[config.mk]
export PLATFORM = sky130hd
export DESIGN_NAME = gses_seq
export DESIGN_NICKNAME = d
export VERILOG_FILES = /design/src/hdl/gses_seq.v /design/src/hdl/gses_rounder.v
export VERILOG_INCLUDE_DIRS = /design/src /design/src/hdl
export SDC_FILE = /design/constraint.sdc
export NUM_CORES = 1
export LEC_CHECK = 0
export ABC_AREA = 1
export BUFFER_PORTS_ARGS = -buffer_cell sky130_fd_sc_hd__buf_4
export CAP_MARGIN = 20
export CORE_MARGIN = 2
export CORE_UTILIZATION = 35
export DETAILED_ROUTE_END_ITERATION = 12
export PLACE_DENSITY = 0.51
export SLEW_MARGIN = 20
export SYNTH_ARGS = -nofsm -noshare
export SYNTH_HDL_FRONTEND = slang
export SYNTH_HIERARCHICAL = 1
export SYNTH_SLANG_ARGS = --single-unit
[constraint.sdc]
create_clock -name core_clk_i -period 11.25 [get_ports core_clk_i]
set_input_delay 3.375 -clock core_clk_i [delete_from_list [all_inputs] [get_ports core_clk_i]]
set_output_delay 3.375 -clock core_clk_i [all_outputs]
set_load 0.01 [all_outputs]
[src/hdl/gses_defs.vh]
`ifndef GSES_DEFS_VH
`define GSES_DEFS_VH

// sensor readout clock cycles in one row period
`define GSES_ROW_CLKS        32'hA40
// core clock period in ns (50 MHz)
`define GSES_CLK_NS          64'h14
// full-frame height of one sensor half, in rows
`define GSES_FRAME_ROWS      12'h438
// interframe gap between reference and signal readouts, in rows
`define GSES_IFG_ROWS        32'h9
// short sequence allowed up to one frame plus this many rows
`define GSES_SHORT_EXTRA     32'h3
// tail rows after the signal readout in the long sequence
`define GSES_LONG_TAIL       32'h6
// extra row in the overlap cycle time
`define GSES_OVL_ROW         32'h1
// least charge transfer pulse width in ns
`define GSES_XFER_NS         64'h157C
// longest exposure, 30 s, in ns
`define GSES_EXP_MAX_NS      64'h6FC23AC00
// longest cycle time, 20000 s, in ns
`define GSES_CYC_MAX_NS      64'h12309CE54000

// sequencer states
`define GSES_ST_IDLE         2'h0
`define GSES_ST_ROUND        2'h1
`define GSES_ST_LOAD         2'h2
`define GSES_ST_RUN          2'h3

`endif

[src/hdl/gses_seq.v]
`timescale 1ns/1ps
`include "gses_defs.vh"

module gses_seq #(
    parameter [31:0] ROW_CLKS   = `GSES_ROW_CLKS,
    parameter [11:0] FRAME_ROWS = `GSES_FRAME_ROWS
) (
    input  wire        core_clk_i,
    input  wire        nrst_i,
    input  wire        start_i,
    input  wire        stop_i,
    input  wire        overlap_en_i,
    input  wire [31:0] exp_clks_i,
    input  wire [31:0] cycle_rows_i,
    input  wire [11:0] frame_rows_i,
    output reg         drain_o,
    output reg         xfer_o,
    output reg         exposure_indicator_out_o,
    output reg         all_rows_exposing_out_o,
    output reg         any_row_exposing_out_o,
    output reg         row_n_exposing_out_o,
    output wire        trigger_ready_o,
    output reg         ref_rd_o,
    output reg         sig_rd_o,
    output reg         row_strobe_o,
    output reg         busy_o,
    output reg  [31:0] exp_rows_o
);

    // derived limits; longest times round down, least times round up
    localparam [63:0] ROW_NS       = {32'h0, ROW_CLKS} * `GSES_CLK_NS;
    localparam [63:0] EXP_MAX_64   = `GSES_EXP_MAX_NS / ROW_NS;
    localparam [63:0] CYC_MAX_64   = `GSES_CYC_MAX_NS / ROW_NS;
    localparam [63:0] XFER_64      = (`GSES_XFER_NS + `GSES_CLK_NS
                                      - 64'h1) / `GSES_CLK_NS;
    // short rows push the 20000 s limit past 32 bits, so saturate
    localparam [31:0] EXP_MAX_ROWS = (EXP_MAX_64 > 64'hFFFFFFFF) ?
                                     32'hFFFFFFFF : EXP_MAX_64[31:0];
    localparam [31:0] CYC_MAX_ROWS = (CYC_MAX_64 > 64'hFFFFFFFF) ?
                                     32'hFFFFFFFF : CYC_MAX_64[31:0];
    localparam [15:0] XFER_CLKS    = XFER_64[15:0];
    localparam [31:0] G            = `GSES_IFG_ROWS;

    reg  [1:0]  st_ff;          // sequencer state
    reg  [1:0]  nxt_st;         // next state
    reg  [31:0] row_div_ff;     // clock count within the current row
    reg  [31:0] cyc_ff;         // row index within the current image cycle
    reg  [31:0] e_ff;           // quantised exposure, rows
    reg  [31:0] f_ff;           // frame length, rows
    reg  [31:0] cyc_cfg_ff;     // requested long cycle time, rows
    reg         ovl_ff;         // overlap mode latched at start
    reg         run_req_ff;     // keep starting images while set
    reg  [31:0] sig_cnt_ff;     // rows left in the signal readout
    reg         sig_act_ff;     // signal readout in progress
    reg  [15:0] xfer_cnt_ff;    // clocks left of the transfer pulse
    reg         exp_d_ff;       // exposing, delayed one clock
    reg         rnd_go_ff;      // starts the rounding divider
    wire        rnd_done;       // rounding finished
    wire [31:0] rnd_rows;       // rounded exposure rows
    wire        running;        // image cycle counter active
    wire        row_tick;       // last clock of a row period
    wire [31:0] cyc_nxt;        // cycle row after this tick
    wire        cyc_end;        // last row of the image cycle
    wire        short_seq;      // short non-overlap sequence chosen
    wire [31:0] es_w;           // exposure start row
    wire [31:0] rs_w;           // reference readout start row
    wire [31:0] ss_w;           // signal readout start row
    wire [31:0] t_long_min;     // long sequence least cycle
    wire [31:0] t_long;         // long sequence cycle after limits
    wire [31:0] t_ovl_fix;      // overlap cycle, mid exposure range
    wire [31:0] t_ovl_var;      // overlap cycle, long exposures
    wire [31:0] t_w;            // cycle length in rows
    wire        exposing;       // global exposure window
    wire        ref_win;        // reference readout window
    wire [31:0] f_cfg;          // frame input limited to the array
    reg  [31:0] e_lim;          // exposure after range limits
    wire [31:0] ovl_min;        // least exposure in overlap mode

    gses_rounder #(
        .DIV        (ROW_CLKS)
    ) u_round (
        .core_clk_i (core_clk_i),
        .nrst_i     (nrst_i),
        .go_i       (rnd_go_ff),
        .clks_i     (exp_clks_i),
        .done_o     (rnd_done),
        .rows_o     (rnd_rows)
    );

    // frame height follows the half-sensor region of interest
    assign f_cfg = (frame_rows_i == 12'h0) ? 32'h1 :
                   (frame_rows_i > FRAME_ROWS) ? {20'h0, FRAME_ROWS} :
                   {20'h0, frame_rows_i};
    assign ovl_min = f_cfg + G + `GSES_OVL_ROW;

    // exposure limits: one row up to 30 s; overlap needs a frame+gap+row
    always @*
    begin
        e_lim = rnd_rows;
        if (e_lim == 32'h0)
            e_lim = 32'h1;
        if (e_lim > EXP_MAX_ROWS)
            e_lim = EXP_MAX_ROWS;
        if (overlap_en_i && (e_lim < ovl_min))
            e_lim = ovl_min;
    end

    // row period divider; every row is ROW_CLKS clocks
    assign running  = (st_ff == `GSES_ST_RUN);
    assign row_tick = (row_div_ff == ROW_CLKS - 32'h1);
    assign cyc_end  = (cyc_ff == t_w - 32'h1);
    assign cyc_nxt  = cyc_end ? 32'h0 : cyc_ff + 32'h1;

    // sequence choice by exposure against frame length
    assign short_seq = !ovl_ff &&
                       (e_ff <= f_ff + `GSES_SHORT_EXTRA);
    // short: ref at 0, expose after it, gap, signal, gap
    // long/overlap: drain at 0, ref ends at exposure end, gap, signal
    assign es_w = short_seq ? f_ff : 32'h0;
    assign rs_w = short_seq ? 32'h0 : e_ff - f_ff;
    assign ss_w = e_ff + G + (short_seq ? f_ff : 32'h0);
    assign t_long_min = e_ff + f_ff + G + `GSES_LONG_TAIL;
    assign t_long = (cyc_cfg_ff > CYC_MAX_ROWS) ? CYC_MAX_ROWS :
                    (cyc_cfg_ff > t_long_min) ? cyc_cfg_ff :
                    t_long_min;
    assign t_ovl_fix = f_ff + f_ff + G + G + `GSES_OVL_ROW;
    assign t_ovl_var = e_ff + G + `GSES_OVL_ROW;
    assign t_w = ovl_ff ? ((t_ovl_var > t_ovl_fix) ? t_ovl_var
                                                   : t_ovl_fix) :
                 short_seq ? (f_ff + f_ff + G + G + e_ff) :
                 t_long;

    // windows in row units; both frames read for each image
    assign exposing = running && (cyc_ff >= es_w) &&
                      (cyc_ff < es_w + e_ff);
    assign ref_win  = running && (cyc_ff >= rs_w) &&
                      (cyc_ff < rs_w + f_ff);

    // internal triggering only, so no external trigger is ever awaited
    assign trigger_ready_o = 1'b0;

    // state sequencing
    always @*
    begin
        nxt_st = st_ff;
        case (st_ff)
            `GSES_ST_IDLE:
                // a host start is refused while a signal readout drains
                if (start_i && !sig_act_ff)
                    nxt_st = `GSES_ST_ROUND;
            `GSES_ST_ROUND:
                if (rnd_done)
                    nxt_st = `GSES_ST_LOAD;
            `GSES_ST_LOAD:
                nxt_st = `GSES_ST_RUN;
            `GSES_ST_RUN:
                // images always run to their cycle end
                if (row_tick && cyc_end && !run_req_ff)
                    nxt_st = `GSES_ST_IDLE;
            default:
                nxt_st = `GSES_ST_IDLE;
        endcase
    end

    // state, configuration capture and stop request
    always @(posedge core_clk_i)
    begin
        if (!nrst_i)
        begin
            st_ff      <= `GSES_ST_IDLE;
            rnd_go_ff  <= 1'b0;
            run_req_ff <= 1'b0;
            e_ff       <= 32'h1;
            f_ff       <= {20'h0, FRAME_ROWS};
            cyc_cfg_ff <= 32'h0;
            ovl_ff     <= 1'b0;
        end
        else
        begin
            st_ff     <= nxt_st;
            rnd_go_ff <= (st_ff == `GSES_ST_IDLE) &&
                         (nxt_st == `GSES_ST_ROUND);
            if (st_ff == `GSES_ST_IDLE)
                run_req_ff <= 1'b1;
            else if (stop_i)
                run_req_ff <= 1'b0;
            // settings are frozen for the whole acquisition
            if ((st_ff == `GSES_ST_ROUND) && rnd_done)
            begin
                e_ff       <= e_lim;
                f_ff       <= f_cfg;
                cyc_cfg_ff <= cycle_rows_i;
                ovl_ff     <= overlap_en_i;
            end
        end
    end

    // row divider and image cycle counter; divider restarts on load so
    // the first image begins with no start delay
    always @(posedge core_clk_i)
    begin
        if (!nrst_i)
        begin
            row_div_ff <= 32'h0;
            cyc_ff     <= 32'h0;
        end
        else
        begin
            if (st_ff == `GSES_ST_LOAD)
                row_div_ff <= 32'h0;
            else if (running || sig_act_ff)
                row_div_ff <= row_tick ? 32'h0 : row_div_ff + 32'h1;
            if (st_ff == `GSES_ST_LOAD)
                cyc_ff <= 32'h0;
            else if (running && row_tick)
                cyc_ff <= cyc_nxt;
        end
    end

    // signal readout runs on its own counter, so in overlap it carries
    // on past the next image start while the next exposure begins
    always @(posedge core_clk_i)
    begin
        if (!nrst_i)
        begin
            sig_cnt_ff <= 32'h0;
            sig_act_ff <= 1'b0;
        end
        else if (row_tick)
        begin
            if (running && (cyc_nxt == ss_w) && !cyc_end)
            begin
                sig_cnt_ff <= f_ff;
                sig_act_ff <= 1'b1;
            end
            else if (sig_act_ff)
            begin
                sig_cnt_ff <= sig_cnt_ff - 32'h1;
                sig_act_ff <= (sig_cnt_ff != 32'h1);
            end
        end
    end

    // charge transfer pulse fires as the exposure window closes; it
    // fits inside the gap rows, well before the signal readout
    always @(posedge core_clk_i)
    begin
        if (!nrst_i)
        begin
            exp_d_ff    <= 1'b0;
            xfer_cnt_ff <= 16'h0;
        end
        else
        begin
            exp_d_ff <= exposing;
            if (exp_d_ff && !exposing)
                xfer_cnt_ff <= XFER_CLKS;
            else if (xfer_cnt_ff != 16'h0)
                xfer_cnt_ff <= xfer_cnt_ff - 16'h1;
        end
    end

    // registered outputs toward the sensor and the host
    always @(posedge core_clk_i)
    begin
        if (!nrst_i)
        begin
            drain_o                  <= 1'b1;
            xfer_o                   <= 1'b0;
            exposure_indicator_out_o <= 1'b0;
            all_rows_exposing_out_o  <= 1'b0;
            any_row_exposing_out_o   <= 1'b0;
            row_n_exposing_out_o     <= 1'b0;
            ref_rd_o                 <= 1'b0;
            sig_rd_o                 <= 1'b0;
            row_strobe_o             <= 1'b0;
            busy_o                   <= 1'b0;
            exp_rows_o               <= 32'h0;
        end
        else
        begin
            // pixels held drained except while integrating or moving
            // charge, so its falling edge is the exposure start
            drain_o <= !(exposing || (exp_d_ff && !exposing) ||
                         (xfer_cnt_ff > 16'h1));
            xfer_o  <= (exp_d_ff && !exposing) ||
                       (xfer_cnt_ff > 16'h1);
            exposure_indicator_out_o <= exposing;
            all_rows_exposing_out_o  <= exposing;
            any_row_exposing_out_o   <= exposing;
            row_n_exposing_out_o     <= exposing;
            ref_rd_o     <= ref_win;
            sig_rd_o     <= sig_act_ff;
            row_strobe_o <= row_tick && (running || sig_act_ff);
            busy_o       <= (nxt_st != `GSES_ST_IDLE) || sig_act_ff;
            exp_rows_o   <= e_ff;
        end
    end

endmodule

[src/hdl/gses_rounder.v]
`timescale 1ns/1ps
`include "gses_defs.vh"

// converts a requested exposure in clocks to the nearest whole row count
// by a 33-step restoring divide; finishes well inside one row period
module gses_rounder #(
    parameter [31:0] DIV = `GSES_ROW_CLKS
) (
    input  wire        core_clk_i,
    input  wire        nrst_i,
    input  wire        go_i,
    input  wire [31:0] clks_i,
    output reg         done_o,
    output wire [31:0] rows_o
);

    reg  [32:0] num_ff;     // dividend shifting out, quotient shifting in
    reg  [32:0] rem_ff;     // partial remainder, always below DIV
    reg  [5:0]  cnt_ff;     // remaining divide steps
    wire [32:0] rem_sh;     // remainder with next dividend bit
    wire        fits;       // divisor fits into shifted remainder

    assign rem_sh = {rem_ff[31:0], num_ff[32]};
    assign fits   = (rem_sh >= {1'b0, DIV});
    assign rows_o = num_ff[31:0];

    // half a divisor is added first, so truncation becomes rounding
    always @(posedge core_clk_i)
    begin
        if (!nrst_i)
        begin
            num_ff <= 33'h0;
            rem_ff <= 33'h0;
            cnt_ff <= 6'h0;
            done_o <= 1'b0;
        end
        else
        begin
            done_o <= 1'b0;
            if (go_i)
            begin
                num_ff <= {1'b0, clks_i} + {2'h0, DIV[31:1]};
                rem_ff <= 33'h0;
                cnt_ff <= 6'h21;
            end
            else if (cnt_ff != 6'h0)
            begin
                // one quotient bit per cycle
                rem_ff <= fits ? (rem_sh - {1'b0, DIV}) : rem_sh;
                num_ff <= {num_ff[31:0], fits};
                cnt_ff <= cnt_ff - 6'h1;
                done_o <= (cnt_ff == 6'h1);
            end
        end
    end

endmodule

==> impl_metrics.json <==
{
  "outcome": "finished, final reports clean",
  "htreeDepth": 2,
  "relSlewSlack_pct": 29.58,
  "cts_tree": "done",
  "drtPass1Iterations": 5,
  "crit_slowest_cell": "nand3_1",
  "nets": 5483,
  "die_w_um": 302.2,
  "fin_skew_ps": 20.11,
  "synth_flop_cell": "dfxtp_1",
  "die_h_um": 302.2,
  "rr_worst_depth": 47,
  "ant_nets": 0,
  "clock_latency_ps": 600,
  "first_iter_violations": 2176,
  "grt_pass1_wl_um": 187100,
  "postSynthAreaPerCell_um2": 6.131,
  "synth_common_cells": "nand2_1 (1263), inv_1 (644), nor2_1 (625)",
  "rsz0062_at_grt": "no",
  "async_flop_share_pct": 0,
  "dieArea_mm2": 0.09132,
  "max_clock_freq_mhz": 98.60,
  "clk_path_buf_depth": 3,
  "min_delay_path_depth": 2,
  "cp-startpoint": "f_ff[6]",
  "critPathMaxStageDelay_ps": 710,
  "r2r-start": "f_ff[6]",
  "wl_per_cell_um": 19.48,
  "fin_util_pct": 38.89,
  "cp.arrival_ps": 10590,
  "grt_remaining_overflow": 0,
  "required_ps": 11690,
  "period_share_pct": 90.15,
  "layout-drive-gt1-share_pct": 7.866,
  "clock_sinks": 305,
  "synth.distinct_cells": 64,
  "portBuffers": 122,
  "maxCapViolations": 0,
  "synthCells": 5076,
  "grt_pass1_vias": 31237,
  "tightest_slew_ps": 1047,
  "hold_class": "reg2reg",
  "cts_setup_buffers": 0,
  "p_total_mw": 5.617,
  "core_mm2": 0.08824,
  "hpwl_um": 99980,
  "wirelength_um": 123000,
  "antenna_cells": 0,
  "synth_most_common_cell": "nand2_1",
  "p_leak_nw": 16.89,
  "gp_congestion": 0.9882,
  "tns_ps": 0,
  "ir_drop_uv": 132.0,
  "fin_cells": 6314,
  "clkSlewWorstSetupHoldPaths_ps": 60,
  "area_delta_synth_final_pct": 10.25,
  "track_usage_pct": 26.61,
  "end_kind": "register",
  "ys_ff_latch": 305,
  "power_density_mw_per_mm2": 163.7,
  "antenna_found_initial": 1,
  "crit_fanout": 38,
  "cts_buffers": 41,
  "drc": 0,
  "critPathCapture": "sig_cnt_ff[28]",
  "io_pins": 124,
  "yosysWarningCount": 6,
  "synth_top_cell_area_share_pct": 19.62,
  "r2r-end": "sig_cnt_ff[28]",
  "yosysSeqAreaShare_pct": 19.62,
  "rows": 109,
  "cp-start-kind": "register",
  "drv_slew": 0,
  "setup_viol": 0,
  "num_vias": 32714,
  "ys_top_cells_by_area": "dfxtp_1 (20%), nand2_1 (15%), ha_1 (11%)",
  "yosys.area.top_type": "dfxtp_1",
  "synth_edf_count": 0,
  "hold_viol_final": 0,
  "vias_per_cell": 5.181,
  "grt_max_degree": 65,
  "r2r_slack_ps": 1110,
  "dp_cells": 6241,
  "root_buffer": "clkbuf_16",
  "cp_common_cell": "nand2_1",
  "syn-cell-area_mm2": 0.03112,
  "critPathKind": "reg2reg",
  "initial_core_util_pct": 35.27,
  "period_minus_slack_ps": 10140
}
## metal layers
layer | GRT usage [%] | vias to the layer above | part of all wire (%) | wire length [um]
li1 | - | 16583 | - | -
met1 | 34.27 | 15002 | 44 | 54080
met2 | 45.86 | 921 | 47 | 58140
met3 | 2.916 | 208 | 5.1 | 6251
met4 | 9.406 | 0 | 3.7 | 4536
met5 | 0 | - | 0 | 0
## timing repair
| action | 4_1_cts | 5_1_grt |
|---|---|---|
| endpoints found under the setup margin | 0 | 1 |
| hold buffers | 0 | 0 |
| gates resized for setup | 0 | 1 |
## sequential cells by signal, summed over array words and instances, names as in the netlist, 2 cells and up
name and count:
u_round/num_ff 33, sig_cnt_ff 32, u_round/rem_ff 32, exp_rows_o 32, e_ff 32, cyc_cfg_ff 32, cyc_ff 32, row_div_ff 32
st_ff 2, u_round/cnt_ff 6, f_ff 12, xfer_cnt_ff 16
## how the worst min path moves through the flow
stage | from | to | slack (ps)
finish | u_round/rem_ff[6] | u_round/rem_ff[6] | 480
global route | sig_cnt_ff[1] | sig_cnt_ff[1] | 500
CTS | u_round/rem_ff[6] | u_round/rem_ff[6] | 480
detailed placement | sig_cnt_ff[1] | sig_cnt_ff[1] | 470
global placement | run_req_ff | run_req_ff | 460
floorplan | u_round/rem_ff[6] | u_round/rem_ff[6] | 440
## final cells by class
class / count / area [um2]
Multi-Input combinational cell: 3930 / 21600
Sequential cell: 305 / 6106
Timing Repair Buffer: 162 / 1216
Fill cell: 9707 / 53930
Inverter: 679 / 2550
Clock buffer: 56 / 1162
Tap cell: 1165 / 1458
Clock inverter: 17 / 220.2
## metrics by stage
step	instance area [um2]	hold WS (ps)	worst slack, ps
2_1_floorplan	31130	443.1	3416
3_3_place_gp	32930	461.3	1164
3_5_place_dp	32930	470.8	1079
4_1_cts	34310	479.3	1020
5_1_grt	34310	498.7	267.4
6_report	34310	478.8	1108
## worst max-delay path, delay by kind of cell, from the launching register on
family,cells,cell delay (ps)
xor gates and xnor gates,2,370
and+or+nand+nor,30,5230
buffers and inverters,5,1120
adders and majority gates,4,1380
AOI/OAI and AO/OA,6,1200
DFF,1,610
## layout by cell type, fill, tap and decap left out, types with 80 or more instances in the layout
master and n:
xor2_1 201, a21oi_1 340, o21ai_0 256, buf_4 162, dfxtp_1 305, nand3_1 315
nor3_1 80, inv_1 643, nor2_1 622, ha_1 278, nand2_1 1261, nand4_1 115
## power breakdown
group,switching (mW),internal (mW)
Clock,0.544,0.818
Sequential,0.144,1.21
Combinational,1.96,0.932
## cell families (layout without fill, tap and decap cells)
group | after synthesis | after routing | share of synthesized area, %
simple gates | 2641 | 2641 | 37.45
buf+inv | 842 | 914 | 11.07
compound gates | 749 | 749 | 13.19
flops | 305 | 305 | 19.62
fa+ha+maj | 283 | 283 | 11.50
xor+xnor | 254 | 254 | 7.148
other cells | 2 | 3 | 0.02413
Power figures use the tool's default switching activity.
